File: src/occ_pkg.sv
// Constants and types shared by the oscillator clock switch
`default_nettype none

package occ_pkg;

    ////////////////////////////////////////////////////////////
    // System clock
    ////////////////////////////////////////////////////////////

    // Rate of clk_i in kHz
    localparam longint OCC_CLK_KHZ = 125000;
    // Width of the internal oscillator phase accumulator
    localparam int OCC_ACC_W = 24;

    ////////////////////////////////////////////////////////////
    // Internal oscillator nominal frequencies in kHz
    ////////////////////////////////////////////////////////////

    localparam longint OCC_F4M0_KHZ = 4000;
    localparam longint OCC_F8M0_KHZ = 8000;
    localparam longint OCC_F12M8_KHZ = 12800;
    localparam longint OCC_F25M6_KHZ = 25600;

    // Phase steps per clk_i cycle, derived from the rates
    localparam logic [23:0] OCC_INC_4M0 =
        24'((OCC_F4M0_KHZ << OCC_ACC_W) / OCC_CLK_KHZ);
    localparam logic [23:0] OCC_INC_8M0 =
        24'((OCC_F8M0_KHZ << OCC_ACC_W) / OCC_CLK_KHZ);
    localparam logic [23:0] OCC_INC_12M8 =
        24'((OCC_F12M8_KHZ << OCC_ACC_W) / OCC_CLK_KHZ);
    localparam logic [23:0] OCC_INC_25M6 =
        24'((OCC_F25M6_KHZ << OCC_ACC_W) / OCC_CLK_KHZ);

    // One trim step moves the period by 1/512 of nominal
    localparam int OCC_TRIM_SHIFT = 9;

    ////////////////////////////////////////////////////////////
    // Register map (byte offsets) and field positions
    ////////////////////////////////////////////////////////////

    localparam logic [3:0] OCC_CTRL_OFS = 4'h0;
    localparam logic [3:0] OCC_TRIM_OFS = 4'h4;
    localparam int OCC_SRC_LSB = 0;
    localparam int OCC_FREQ_LSB = 2;
    localparam int OCC_RANGE_LSB = 4;
    localparam int OCC_REQ_BIT = 6;
    localparam int OCC_ENG_BIT = 7;
    localparam int OCC_OUTEN_BIT = 8;
    localparam int OCC_KEEP_BIT = 9;

    // Source select encodings
    localparam logic [1:0] OCC_SRC_INT = 2'h0;
    localparam logic [1:0] OCC_SRC_EXT = 2'h1;
    localparam logic [1:0] OCC_SRC_RC = 2'h2;
    localparam logic [1:0] OCC_SRC_XTAL = 2'h3;

    // Internal frequency encodings
    localparam logic [1:0] OCC_FREQ_4M0 = 2'h0;
    localparam logic [1:0] OCC_FREQ_8M0 = 2'h1;
    localparam logic [1:0] OCC_FREQ_12M8 = 2'h2;
    localparam logic [1:0] OCC_FREQ_25M6 = 2'h3;

    // Reset values
    localparam logic [7:0] OCC_TRIM_RST = 8'h00;
    localparam logic [1:0] OCC_RANGE_RST = 2'h0;

    // Rising edges of an external source before engaging
    localparam logic [1:0] OCC_CONFIRM_EDGES = 2'h2;

    // Software-writable control fields
    typedef struct packed {
        logic keep_running_in_stop;
        logic clock_out_pin_enable;
        logic external_clock_request;
        logic [1:0] crystal_range_select;
        logic [1:0] internal_freq_select;
        logic [1:0] source_select;
    } occ_ctrl_t;

endpackage : occ_pkg

`default_nettype wire

File: src/occ_nco.sv
// Trimmable internal oscillator modelled as a phase accumulator
`default_nettype none

module occ_nco #(
    parameter int ACC_W = 24
) (
    input wire logic clk_i,
    input wire logic rst_i,
    input wire logic run_i,
    input wire logic [1:0] freq_i,
    input wire logic [7:0] trim_i,
    output logic osc_o
);

    // Nominal step, trim product and trimmed step
    logic [23:0] base;
    logic signed [33:0] prod;
    logic [23:0] step;
    logic [ACC_W-1:0] acc_q;

    // Nominal step from the frequency field
    always_comb begin
        case (freq_i)
            occ_pkg::OCC_FREQ_8M0: base = occ_pkg::OCC_INC_8M0;
            occ_pkg::OCC_FREQ_12M8: base = occ_pkg::OCC_INC_12M8;
            occ_pkg::OCC_FREQ_25M6: base = occ_pkg::OCC_INC_25M6;
            default: base = occ_pkg::OCC_INC_4M0;
        endcase
    end

    // Signed trim: higher value, smaller step, longer period
    always_comb begin
        prod = $signed({1'b0, base}) * $signed(trim_i);
        step = base - 24'(prod >>> occ_pkg::OCC_TRIM_SHIFT);
    end

    // Accumulator holds still while the oscillator is stopped
    always_ff @(posedge clk_i) begin
        if (rst_i) begin
            acc_q <= '0;
        end else if (run_i) begin
            acc_q <= acc_q + ACC_W'(step);
        end
    end

    // Oscillator level is the accumulator top bit
    assign osc_o = acc_q[ACC_W-1];

endmodule : occ_nco

`default_nettype wire

File: src/occ_top.sv
// Oscillator source selection, glitch-free switch and clock pins
`default_nettype none

module occ_top (
    input wire logic clk_i,
    input wire logic rst_i,
    // Classic Wishbone slave
    input wire logic wb_cyc_i,
    input wire logic wb_stb_i,
    input wire logic wb_we_i,
    input wire logic [3:0] wb_adr_i,
    input wire logic [3:0] wb_sel_i,
    input wire logic [31:0] wb_dat_i,
    output logic [31:0] wb_dat_o,
    output logic wb_ack_o,
    // External clock sources, sampled levels
    input wire logic clock_in_pin_i,
    input wire logic resistor_cap_clock_i,
    input wire logic crystal_clock_i,
    // Integration unit: low disables sources in stop
    input wire logic stop_source_enable_i,
    // Generated clocks toward the integration unit
    output logic full_rate_clock_o,
    output logic half_rate_clock_o,
    // Pin control
    output logic clock_in_pin_en_o,
    output logic clock_out_pin_o,
    output logic clock_out_pin_oe_o,
    // Internal oscillator running
    output logic internal_osc_run_o
);

    ////////////////////////////////////////////////////////////
    // Declarations
    ////////////////////////////////////////////////////////////

    // Switch sequencer states
    typedef enum logic [2:0] {
        OCC_ST_INT,
        OCC_ST_CONFIRM,
        OCC_ST_ENGAGE,
        OCC_ST_EXT,
        OCC_ST_RETURN
    } occ_state_t;

    occ_pkg::occ_ctrl_t ctrl_q; // Writable control fields
    logic [7:0] trim_q; // Trim step count
    logic ack_q; // Bus acknowledge
    logic [31:0] rdat_q; // Bus read data
    occ_state_t state_q; // Sequencer state
    logic engaged_q; // External clock engaged status
    logic sel_ext_q; // Clock mux selects external
    logic int_run_q; // Internal oscillator enabled
    logic [1:0] edge_cnt_q; // Confirmed external edges
    logic ext_q; // Previous external level
    logic full_q; // Full-rate clock
    logic half_q; // Half-rate clock
    logic in_en_q; // Input pin enable
    logic out_q; // Output pin level
    logic oe_q; // Output pin enable
    logic src_run; // Source allowed by stop logic
    logic int_clk; // Internal oscillator level
    logic ext_lvl; // Selected external level
    logic ext_rise; // External rising edge
    logic full_d; // Next full-rate level
    logic bus_req; // New bus request this cycle
    logic wr_ctrl; // Write strobe, control
    logic wr_trim; // Write strobe, trim
    logic leave_req; // Software asked to go back
    logic [1:0] src_d; // Source select after write

    ////////////////////////////////////////////////////////////
    // Wishbone slave
    ////////////////////////////////////////////////////////////

    // One request per handshake; ack drops after one cycle
    assign bus_req = wb_cyc_i && wb_stb_i && !ack_q;
    assign wr_ctrl = bus_req && wb_we_i && wb_adr_i == occ_pkg::OCC_CTRL_OFS;
    assign wr_trim = bus_req && wb_we_i && wb_adr_i == occ_pkg::OCC_TRIM_OFS;

    // Acknowledge one cycle after the request, any address
    always_ff @(posedge clk_i) begin
        if (rst_i) begin
            ack_q <= 1'b0;
        end else begin
            ack_q <= bus_req;
        end
    end

    // Read data; unmapped offsets read zero
    always_ff @(posedge clk_i) begin
        if (rst_i) begin
            rdat_q <= 32'h0000_0000;
        end else if (bus_req && !wb_we_i) begin
            case (wb_adr_i)
                // Control word with live engaged status
                occ_pkg::OCC_CTRL_OFS: begin
                    rdat_q <= {22'h00_0000,
                        ctrl_q.keep_running_in_stop,
                        ctrl_q.clock_out_pin_enable,
                        engaged_q,
                        ctrl_q.external_clock_request,
                        ctrl_q.crystal_range_select,
                        ctrl_q.internal_freq_select,
                        ctrl_q.source_select};
                end
                // Trim in the low byte
                occ_pkg::OCC_TRIM_OFS: begin
                    rdat_q <= {24'h00_0000, trim_q};
                end
                // Nothing mapped here
                default: begin
                    rdat_q <= 32'h0000_0000;
                end
            endcase
        end
    end

    assign wb_ack_o = ack_q;
    assign wb_dat_o = rdat_q;

    ////////////////////////////////////////////////////////////
    // Control and trim registers
    ////////////////////////////////////////////////////////////

    // Source select as it stands after this cycle's write
    assign src_d = (wr_ctrl && wb_sel_i[0])
        ? wb_dat_i[occ_pkg::OCC_SRC_LSB +: 2] : ctrl_q.source_select;

    // Control fields; reset gives internal at 4.0 MHz
    always_ff @(posedge clk_i) begin
        if (rst_i) begin
            ctrl_q.source_select <= occ_pkg::OCC_SRC_INT;
            ctrl_q.internal_freq_select <= occ_pkg::OCC_FREQ_4M0;
            ctrl_q.crystal_range_select <= occ_pkg::OCC_RANGE_RST;
            ctrl_q.external_clock_request <= 1'b0;
            ctrl_q.clock_out_pin_enable <= 1'b0;
            ctrl_q.keep_running_in_stop <= 1'b0;
        end else begin
            // Low byte: select, frequency, range, request
            if (wr_ctrl && wb_sel_i[0]) begin
                ctrl_q.source_select <= src_d;
                ctrl_q.internal_freq_select <=
                    wb_dat_i[occ_pkg::OCC_FREQ_LSB +: 2];
                ctrl_q.crystal_range_select <=
                    wb_dat_i[occ_pkg::OCC_RANGE_LSB +: 2];
                ctrl_q.external_clock_request <=
                    wb_dat_i[occ_pkg::OCC_REQ_BIT];
            end
            // Second byte: output enable and stop option
            if (wr_ctrl && wb_sel_i[1]) begin
                ctrl_q.clock_out_pin_enable <=
                    wb_dat_i[occ_pkg::OCC_OUTEN_BIT];
                ctrl_q.keep_running_in_stop <=
                    wb_dat_i[occ_pkg::OCC_KEEP_BIT];
            end
            // External clock mode holds output enable clear
            if (src_d == occ_pkg::OCC_SRC_EXT) begin
                ctrl_q.clock_out_pin_enable <= 1'b0;
            end
        end
    end

    // Trim starts at zero; only software loads it
    always_ff @(posedge clk_i) begin
        if (rst_i) begin
            trim_q <= occ_pkg::OCC_TRIM_RST;
        end else if (wr_trim && wb_sel_i[0]) begin
            trim_q <= wb_dat_i[7:0];
        end
    end

    ////////////////////////////////////////////////////////////
    // Sources
    ////////////////////////////////////////////////////////////

    // Stop-mode gating, overridden by keep-running
    assign src_run = stop_source_enable_i
        || ctrl_q.keep_running_in_stop;

    // Internal oscillator with trim applied
    occ_nco #(
        .ACC_W(occ_pkg::OCC_ACC_W)
    ) u_nco (
        .clk_i(clk_i),
        .rst_i(rst_i),
        .run_i(int_run_q && src_run),
        .freq_i(ctrl_q.internal_freq_select),
        .trim_i(trim_q),
        .osc_o(int_clk)
    );

    // Chosen external source, silent while stopped
    always_comb begin
        case (ctrl_q.source_select)
            occ_pkg::OCC_SRC_EXT: ext_lvl = clock_in_pin_i;
            occ_pkg::OCC_SRC_RC: ext_lvl = resistor_cap_clock_i;
            occ_pkg::OCC_SRC_XTAL: ext_lvl = crystal_clock_i;
            default: ext_lvl = 1'b0;
        endcase
        if (!src_run) begin
            ext_lvl = 1'b0;
        end
    end

    // Previous external level for edge detection
    always_ff @(posedge clk_i) begin
        if (rst_i) begin
            ext_q <= 1'b0;
        end else begin
            ext_q <= ext_lvl;
        end
    end

    assign ext_rise = ext_lvl && !ext_q;
    assign leave_req = ctrl_q.source_select == occ_pkg::OCC_SRC_INT
        && !ctrl_q.external_clock_request;

    ////////////////////////////////////////////////////////////
    // Switch sequencer
    ////////////////////////////////////////////////////////////

    // Confirm, engage while both clocks low, then stop internal
    always_ff @(posedge clk_i) begin
        if (rst_i) begin
            state_q <= OCC_ST_INT;
            engaged_q <= 1'b0;
            sel_ext_q <= 1'b0;
            int_run_q <= 1'b1;
            edge_cnt_q <= 2'h0;
        end else begin
            case (state_q)
                // Running on internal; wait for a request
                OCC_ST_INT: begin
                    edge_cnt_q <= 2'h0;
                    if (ctrl_q.external_clock_request && !leave_req
                        && ctrl_q.source_select != occ_pkg::OCC_SRC_INT) begin
                        state_q <= OCC_ST_CONFIRM;
                    end
                end
                // Count external rising edges
                OCC_ST_CONFIRM: begin
                    if (!ctrl_q.external_clock_request
                        || ctrl_q.source_select == occ_pkg::OCC_SRC_INT) begin
                        state_q <= OCC_ST_INT;
                    end else if (edge_cnt_q == occ_pkg::OCC_CONFIRM_EDGES) begin
                        state_q <= OCC_ST_ENGAGE;
                    end else if (ext_rise) begin
                        edge_cnt_q <= edge_cnt_q + 2'h1;
                    end
                end
                // Swap only while both clocks sit low
                OCC_ST_ENGAGE: begin
                    if (!ext_lvl && !full_q) begin
                        sel_ext_q <= 1'b1;
                        engaged_q <= 1'b1;
                        state_q <= OCC_ST_EXT;
                    end
                end
                // Engaged; internal stops one cycle later
                OCC_ST_EXT: begin
                    int_run_q <= 1'b0;
                    if (leave_req) begin
                        int_run_q <= 1'b1;
                        state_q <= OCC_ST_RETURN;
                    end
                end
                // Back to internal when both clocks low
                OCC_ST_RETURN: begin
                    if (!int_clk && !full_q) begin
                        sel_ext_q <= 1'b0;
                        engaged_q <= 1'b0;
                        state_q <= OCC_ST_INT;
                    end
                end
                default: begin
                    state_q <= OCC_ST_INT;
                end
            endcase
        end
    end

    ////////////////////////////////////////////////////////////
    // Clock outputs
    ////////////////////////////////////////////////////////////

    // Full rate follows the selected source
    assign full_d = sel_ext_q ? ext_lvl : int_clk;

    // Full and half rate; the unit halves again
    always_ff @(posedge clk_i) begin
        if (rst_i) begin
            full_q <= 1'b0;
            half_q <= 1'b0;
        end else begin
            full_q <= full_d;
            if (full_d && !full_q) begin
                half_q <= !half_q;
            end
        end
    end

    // No wait-mode input: outputs never change for it
    assign full_rate_clock_o = full_q;
    assign half_rate_clock_o = half_q;
    assign internal_osc_run_o = int_run_q;

    ////////////////////////////////////////////////////////////
    // Pin control
    ////////////////////////////////////////////////////////////

    // Input pin and output pin by mode
    always_ff @(posedge clk_i) begin
        if (rst_i) begin
            in_en_q <= 1'b0;
            out_q <= 1'b0;
            oe_q <= 1'b0;
        end else begin
            in_en_q <= ctrl_q.source_select != occ_pkg::OCC_SRC_INT;
            case (ctrl_q.source_select)
                // Amplifier output, enable bit ignored
                occ_pkg::OCC_SRC_XTAL: begin
                    oe_q <= 1'b1;
                    out_q <= !clock_in_pin_i;
                end
                // Pin released to other functions
                occ_pkg::OCC_SRC_EXT: begin
                    oe_q <= 1'b0;
                    out_q <= 1'b0;
                end
                // Internal or RC: optional full-rate out
                default: begin
                    oe_q <= ctrl_q.clock_out_pin_enable;
                    out_q <= ctrl_q.clock_out_pin_enable && full_d;
                end
            endcase
        end
    end

    // No interrupt output; engaged is the only status flag
    assign clock_in_pin_en_o = in_en_q;
    assign clock_out_pin_o = out_q;
    assign clock_out_pin_oe_o = oe_q;
endmodule : occ_top

`default_nettype wire

File: config.mk
export PLATFORM = sky130hd
export DESIGN_NAME = occ_top
export DESIGN_NICKNAME = d
export VERILOG_FILES = /design/src/occ_pkg.sv /design/src/occ_nco.sv /design/src/occ_top.sv
export SDC_FILE = /design/constraint.sdc
export NUM_CORES = 1
export LEC_CHECK = 0
export BUFFER_PORTS_ARGS = -buffer_cell sky130_fd_sc_hd__buf_4
export CORE_MARGIN = 3
export CORE_UTILIZATION = 60
export DETAILED_ROUTE_END_ITERATION = 6
export HOLD_SLACK_MARGIN = 0.15
export PLACE_DENSITY_LB_ADDON = 0.3
export SLEW_MARGIN = 20
export SYNTH_ARGS = -nofsm -noshare
export SYNTH_HDL_FRONTEND = slang
export SYNTH_HIERARCHICAL = 1
export SYNTH_SLANG_ARGS = --single-unit
export TNS_END_PERCENT = 30
File: constraint.sdc
create_clock -name clk_i -period 9.9 [get_ports clk_i]
set_input_delay 0.99 -clock clk_i [delete_from_list [all_inputs] [get_ports clk_i]]
set_output_delay 0.99 -clock clk_i [all_outputs]
set_load 0.02 [all_outputs]
==> results of run 1 <==
flip-flops by register name, indices dropped and copies added, names as in the netlist, 2 cells and up:
name	flops
ctrl_q	9
edge_cnt_q	2
u_nco/acc_q	24
state_q	3
wb_dat_o	10
trim_q	8
routing by layer:
metal  wire [um]  up-vias
met4         478        0
met2        9430      195
met3        1220       39
li1            -     3587
met5           0        -
met1        9150     3398
how the worst max path moves through the flow:
stage | endpoint | slack (ns) | depth (start not counted)
after floorplan | u_nco/acc_q[23] | 1.84 | 36
after global placement | u_nco/acc_q[23] | 1.04 | 36
after detailed placement | u_nco/acc_q[23] | 0.90 | 36
after CTS | u_nco/acc_q[23] | 0.83 | 36
after global routing | u_nco/acc_q[23] | 0.03 | 37
final | u_nco/acc_q[23] | 0.80 | 36
per-stage QoR:
step	instance area [um2]	hold WS (ns)	util (%)
6_report	10100	0.462	66.2
4_1_cts	10100	0.469	66.2
3_5_place_dp	9780	0.460	64.1
2_1_floorplan	9460	0.431	-
5_1_grt	10100	0.513	66.2
3_3_place_gp	9780	0.461	64.1
cells by family (layout without fill, tap and decap cells):
kind of cell | Yosys count | after routing | share of synthesized area [%]
AND/OR/NAND/NOR | 290 | 290 | 15.4
buffers and inverters | 260 | 273 | 11.7
multiplexers | 35 | 35 | 3.74
flip-flops | 65 | 65 | 13.9
other | 3 | 25 | 0.120
adder cells (fa/ha/maj) | 229 | 229 | 38.7
XOR/XNOR | 41 | 41 | 3.83
AO/OA/AOI/OAI | 169 | 169 | 12.6
worst register-to-register path, delay by kind of cell, from the launching register on:
family                     cells  cell delay, ns
buffers and inverters          6            0.72
xor gates and xnor gates       2            0.30
and+or+nand+nor                6            1.10
adders and majority gates      8            3.71
AOI/OAI and AO/OA             14            2.73
DFF                            1            0.44
Yosys cell counts (all sizes together) (27+ instances only):
cell type  number  area share (%)
mux2i          35             3.7
nand2          49             2.0
dfxtp          65              14
ha            127              17
inv           207             8.3
fa            102              22
nor3           27             1.6
o21ai          32             1.7
and2           28             1.9
a21oi          38             2.2
nor2          100             4.0
clkbuf         27             1.3
cell type report:
cell class	instances	area (um2)
multi-input combinational	789	7060
fill	1259	5150
sequential	65	1300
inverter	207	777
timing repair buffer	50	375
tap	211	264
clock buffer	9	225
clock inverter	7	101
report_power, final:
| part | internal, mW | switching [mW] |
|---|---|---|
| registers | 0.296 | 0.0230 |
| logic | 0.235 | 0.288 |
| clock network | 0.222 | 0.131 |
| total | 0.753 | 0.442 |
==> results.md, run 1 <==
- For this run, global-route usage on met1 was measured as 33.8%.
- The number of cells after detailed placement is 1322.
- The critical-path maximum fanout is 9.
- The total of flip-flops plus latches after synthesis is 65.
- The total leakage power is 5.22 nW.
- The via count of the first global-routing pass came to 7088.
- The cell area after synthesis is 9370 um2.
- The min-delay analysis places its worst path in the category reg2reg.
- The setup path with the least slack is of type reg2reg.
- The fraction of final layout cells sized beyond drive strength 1 is 7.72%.
- The number of warnings printed during yosys synthesis is 6.
- The worst hold path endpoint is u_nco/acc_q[22].
- The weighted congestion at the end of routability-driven global placement is 0.917.
- TritonCTS built the clock tree.
- The library cell used as clock root buffer is clkbuf_16.
- Summed over all failing endpoints, the final setup total negative slack is 0 ns.
- Max-cap violations in this run came to 0.
- Clock-pin slew was measured on the worst setup and hold paths at 0.06 ns.
- The initial utilization of the core area, before any placement, comes to 61.4%.
- The largest buffer count on any clock path is 2.
- The met2 track utilization from global routing is 40.2%.
- The post-DP HPWL is 16400 um.
- After detailed routing, the number of vias per cell comes to 5.40.
- The power density of the placed cells is 118 nW/um2.
- The detailed-route via count is 7219.
- The H-tree generated during clock tree synthesis spans 3 levels.
- The final-report hold violation count is 0.
- The wire length of the first global-routing pass is 33600 um.
- The number of buffers and inverters on the critical path is 6.
- In the synthesized netlist the async set-or-reset flop fraction comes to 0%.
- From synthesis to final layout, the design area changed by 7.82%.
- The setup-violating endpoint count in the final report is 0.
- In this run the remaining antenna-violating nets after routing total 0.
- IR analysis of the VDD net gives a maximum drop of 0.160 mV.
- The remaining global-route overflow is 0.
- For this run, design rule violations remaining after detail routing come to 0.
- The routed design could run at a clock period as short as 9.10 ns.
- The first TritonRoute pass finished after 5 iterations.
- The final-report max-slew violation count is 0.
- The layer flagged by global routing as most heavily used is met2.
- The initialized floorplan defines 45 standard-cell rows.
- The floorplan step defined a die boundary enclosing 17200 um2.
- The slowest stage cell on the critical path is fa_1.
- The die extent in x is 131 um.
- The clock latency at the later pin of the worst-skew pair is 0.35 ns.
- Overall power consumption after layout is estimated at 1.20 mW.
- The destination of the worst register-to-register timing path is u_nco/acc_q[23].
- The count of cells resized by post-cts repair is 0.
- The cell class contributing the biggest share of worst-path delay is adder cells.
- The transition time of the tightest slew-check pin is 0.790 ns.
- Entering global routing, the biggest net connects 77 pins.
- The clock sink total is 65.
- The placeable core region is 15300 um2.
- The minimum setup slack among reg-to-reg paths is 0.80 ns.
- During I/O placement, the number of pins put on the boundary was 88.
- Leaving out fill and tap cells, the most frequent cell in the layout is inv_1.
- The number of antenna cells inserted is 0.
- The clock skew after layout is 0.0116 ns.
- Setup repair after global routing left no endpoint under its margin.
- After clock tree synthesis, the flow added hold-fix buffers numbering 0.
- The number of distinct library cells after synthesis is 66.
- The run finished with clean final reports.
- The number of standard cells in the layout, taps in and fillers out is 1338.
- For the worst setup path, the data arrival time is 9.34 ns.
- The number of buffers inserted by port buffering is 41.
- In the final routed layout, each cell accounts on average for 15.2 um.
- The fraction of the yosys area taken by sequential cells is 13.9%.
- The least setup slack across all paths after layout is 0.800 ns.
- Global routing used 24.8% of the available tracks.
- Counting instances, the worst hold path has a depth of 2.
- For this run, the top clock speed supported by timing is 110 MHz.
- The met3 usage is 4.84%.
- The relative slew slack is 47.2%.
- In the synthesized netlist, the number of instances is 1092.
- The die span in y is 131 um.
- The most used flip-flop cell after synthesis is dfxtp_1.
- The start point of the critical path is ctrl_q[3].
- In this run the most critical hold path is launched from u_nco/acc_q[22].
- STA classifies the critical path endpoint as a flip-flop.
- The startpoint of the worst register-to-register path is ctrl_q[3].
- The number of clock buffers inserted by TritonCTS is 9.
- The worst-case setup slack after placement is 0.905 ns.
- The number of setup buffers added after CTS is 0.
- The final layout contains 1400 nets.
- The kind of launch point of the worst setup path is a flip-flop.
- In the layout the commonest cells are inv_1 (206), ha_1 (127), fa_1 (102).
- The number of violations reported at the end of detailed-routing iteration 0 is 412.
- Data on the critical path is required at its endpoint by 10.14 ns.
- In this run the mean area of a mapped cell was 8.58 um2.
- The logic depth of the worst register-to-register path is 36.
- The delay contributed by the slowest stage of the critical path is 0.55 ns.
- The total wire length after detailed routing is 20300 um.
- The count of flip-flops with a built-in enable after synthesis is 0.
- The final critical path takes up 91.9% of the cycle.
- The initial antenna violation count was 0.
Power figures use the tool's default switching activity.
==> run 2, diff against run 1 <==
Settings changed: REMOVE_ABC_BUFFERS from default to 1, SETUP_SLACK_MARGIN from default to 0.1.
==> run 2 against run 1 <==
  * Register-to-register slack better by 0.18 ns
  * Critical path type unchanged
  * Non-clock buffer count increased by 1
  * Critical path depth unchanged
  * Global-route usage increased by 0.96 points
  * Final cell count about the same
  * Sequential power is essentially flat
  * Clock skew is 0.0042 ns lower
  * Wire length grew 3.8%
  * Via count grew 1.1%
  * Critical endpoint unchanged
  * Total power down 1.4%
==> results.md, run 2 (synthesized netlist as in run 1, its figures left out) <==
- The relative slew slack is 46.3% (was 47.2%).
- The TritonCTS clock tree is built (unchanged).
- The number of antenna cells inserted is 0 (unchanged).
- The number of clock buffers inserted by TritonCTS is 9 (unchanged).
- Leading cell types in the layout, fill and taps excluded: inv_1 (206), ha_1 (127), fa_1 (102) (unchanged).
- The maximum number of pins on one net before global-route repair is 77 (unchanged).
- The maximum clock rate is 112 MHz (was 110 MHz).
- The critical path endpoint category was a flip-flop (unchanged).
- The die area was 17200 um2 (unchanged).
- The minimum clock period after layout is 8.92 ns (was 9.10 ns).
- The final critical-path share of the clock period came to 90.1% (was 91.9%).
- The final standard cell area without fillers was 10100 um2 (about the same).
- The cell area after placement is 9790 um2 (was 9780 um2).
- The clock latency at the later pin of the worst-skew pair is 0.34 ns (was 0.35 ns).
- The count of cells resized by post-cts repair came to 0 (unchanged).
- The number of remaining DRC errors is 0 (unchanged).
- The length of the first detailed-routing pass in iterations was 5 (unchanged).
- The wire length of the first global-routing pass was 35100 um (was 33600 um).
- The number of violations reported at the end of detailed-routing iteration 0 was 371 (was 412).
- The number of standard cells in the layout, taps in and fillers out is 1339 (was 1338).
- The data arrival time of the critical path is 9.14 ns (was 9.34 ns).
- The worst-case setup slack after placement was 1.06 ns (was 0.905 ns).
- The logic depth of the worst register-to-register path is 36 (unchanged).
- The clock-pin slew on the worst setup and hold paths is 0.06 ns (about the same).
- The setup-violating endpoint count in the final report is 0 (unchanged).
- The critical-path maximum fanout was 18 (was 9).
- Status: finished clean (unchanged).
- The power density of the placed cells is 117 nW/um2 (was 118 nW/um2).
- The transition time of the tightest slew-check pin came to 0.804 ns (was 0.790 ns).
- The flip-flop count of the largest register, all copies and words added is 24 (unchanged).
- The fraction of final layout cells sized beyond drive strength 1 is 7.80% (was 7.72%).
- The slowest stage cell on the critical path is fa_1 (unchanged).
- The initial antenna violation count is 0 (unchanged).
- The aggregate global-route resource usage is 25.8% (was 24.8%).
- The detailed-route vias per instance was 5.45 (was 5.40).
- The utilization after layout is 66.2% (about the same).
- The delay contributed by the slowest stage of the critical path is 0.55 ns (about the same).
- The most common cell after layout, fill and taps aside is inv_1 (unchanged).
- The register cell area after layout is 1300 um2 (unchanged).
- The library cell used as clock root buffer is clkbuf_16 (unchanged).
- The final-report hold violation count was 0 (unchanged).
- The hold-critical path depth is 2 (unchanged).
- The worst IR drop on VDD came to 0.194 mV (was 0.160 mV).
- The area added between synthesis and finish is 7.67% (was 7.82%).
- The number of setup buffers added after CTS was 0 (unchanged).
- The number of cells after detailed placement is 1323 (was 1322).
- RSZ-0062 raised after global routing: no (unchanged).
- The filler cell count in the final layout is 1286 (was 1259).
- The number of core rows is 45 (unchanged).
- The kind of launch point of the worst setup path is a flip-flop (unchanged).
- The final-report max-slew violation count was 0 (unchanged).
- The count of boundary I/O pins is 88 (unchanged).
- The effective utilization at floorplan is 61.4% (unchanged).
- The routed wire length per instance came to 15.7 um (was 15.2 um).
- The number of buffers inserted by port buffering is 41 (unchanged).
- The detailed-route via count was 7300 (was 7219).
- The total leakage power was 5.22 nW (about the same).
- The die span in y is 131 um (unchanged).
- The total of max-cap violations is 0 (unchanged).
- The multi-input logic area came to 7060 um2 (unchanged).
- The number of buffers added to fix hold violations after cts is 0 (unchanged).
- The clock sink total came to 65 (unchanged).
- The count of nets left with antenna violations after detail routing was 0 (unchanged).
- The clock skew after layout is 0.00741 ns (was 0.0116 ns).
- The placeable core region is 15300 um2 (unchanged).
- The remaining global-route overflow is 0 (unchanged).
- The setup TNS after final layout came to 0 ns (unchanged).
- The register with the most flip-flops is u_nco/acc_q (unchanged).
- The start-to-end type of the worst setup path is reg2reg (unchanged).
- The type of the worst min-delay path is reg2reg (unchanged).
- The H-tree depth is 3 (unchanged).
- The least setup slack across all paths after layout came to 0.983 ns (was 0.800 ns).
- The die extent in x is 131 um (unchanged).
- The largest buffer count on any clock path is 2 (unchanged).
- The critical path data required time is 10.13 ns (was 10.14 ns).
- The number of nets in the finished design is 1401 (was 1400).
- The total wire length after detailed routing is 21100 um (was 20300 um).
- The via count of the first global-routing pass is 7314 (was 7088).
- The weighted congestion at the end of routability-driven global placement is 0.969 (was 0.917).
- The post-DP HPWL was 16900 um (was 16400 um).
[run 2: path summary, 6_finish.rpt]
kind                   start               to  slack [ns]
min reg2reg  u_nco/acc_q[22]  u_nco/acc_q[22]        0.46
max reg2reg        ctrl_q[2]  u_nco/acc_q[23]        0.98
min          u_nco/acc_q[22]  u_nco/acc_q[22]        0.46
max                ctrl_q[2]  u_nco/acc_q[23]        0.98
[run 2: layout make-up]
class,instances,share of cell area (%)
clock buffer,9,2.23
timing repair buffer,51,3.79
tap,211,2.62
inverter,207,7.70
sequential,65,12.9
multi-input combinational,789,70.0
clock inverter,7,0.793
[run 2: through the flow]
step           hold WS, ns  power (mW)
4_1_cts              0.466        1.18
3_3_place_gp         0.453       0.840
3_5_place_dp         0.451       0.855
2_1_floorplan        0.431       0.744
5_1_grt              0.506        1.28
6_report             0.464        1.18
[run 2: critical path: cells and delay by family (launching register included)]
kind,cells,cell delay [ns]
xor gates and xnor gates,2,0.37
adders and majority gates,8,3.42
AOI/OAI and AO/OA,15,3.11
buffers and inverters,6,0.87
DFF,1,0.31
and+or+nand+nor,5,0.71
[run 2: report_power, final]
group | leakage (nW) | internal, mW | switching [mW]
Sequential | 0.529 | 0.296 | 0.0221
Combinational | 4.55 | 0.236 | 0.300
Clock | 0.148 | 0.197 | 0.128
Total | 5.22 | 0.729 | 0.450
[run 2: metal layers]
| metal | vias to the layer above | GRT usage (%) | share of wire [%] |
|---|---|---|---|
| met3 | 37 | 5.00 | 6.1 |
| met5 | - | 0 | 0 |
| met4 | 0 | 8.41 | 3.0 |
| met1 | 3479 | 33.6 | 45 |
| met2 | 200 | 43.2 | 46 |
| li1 | 3584 | - | - |
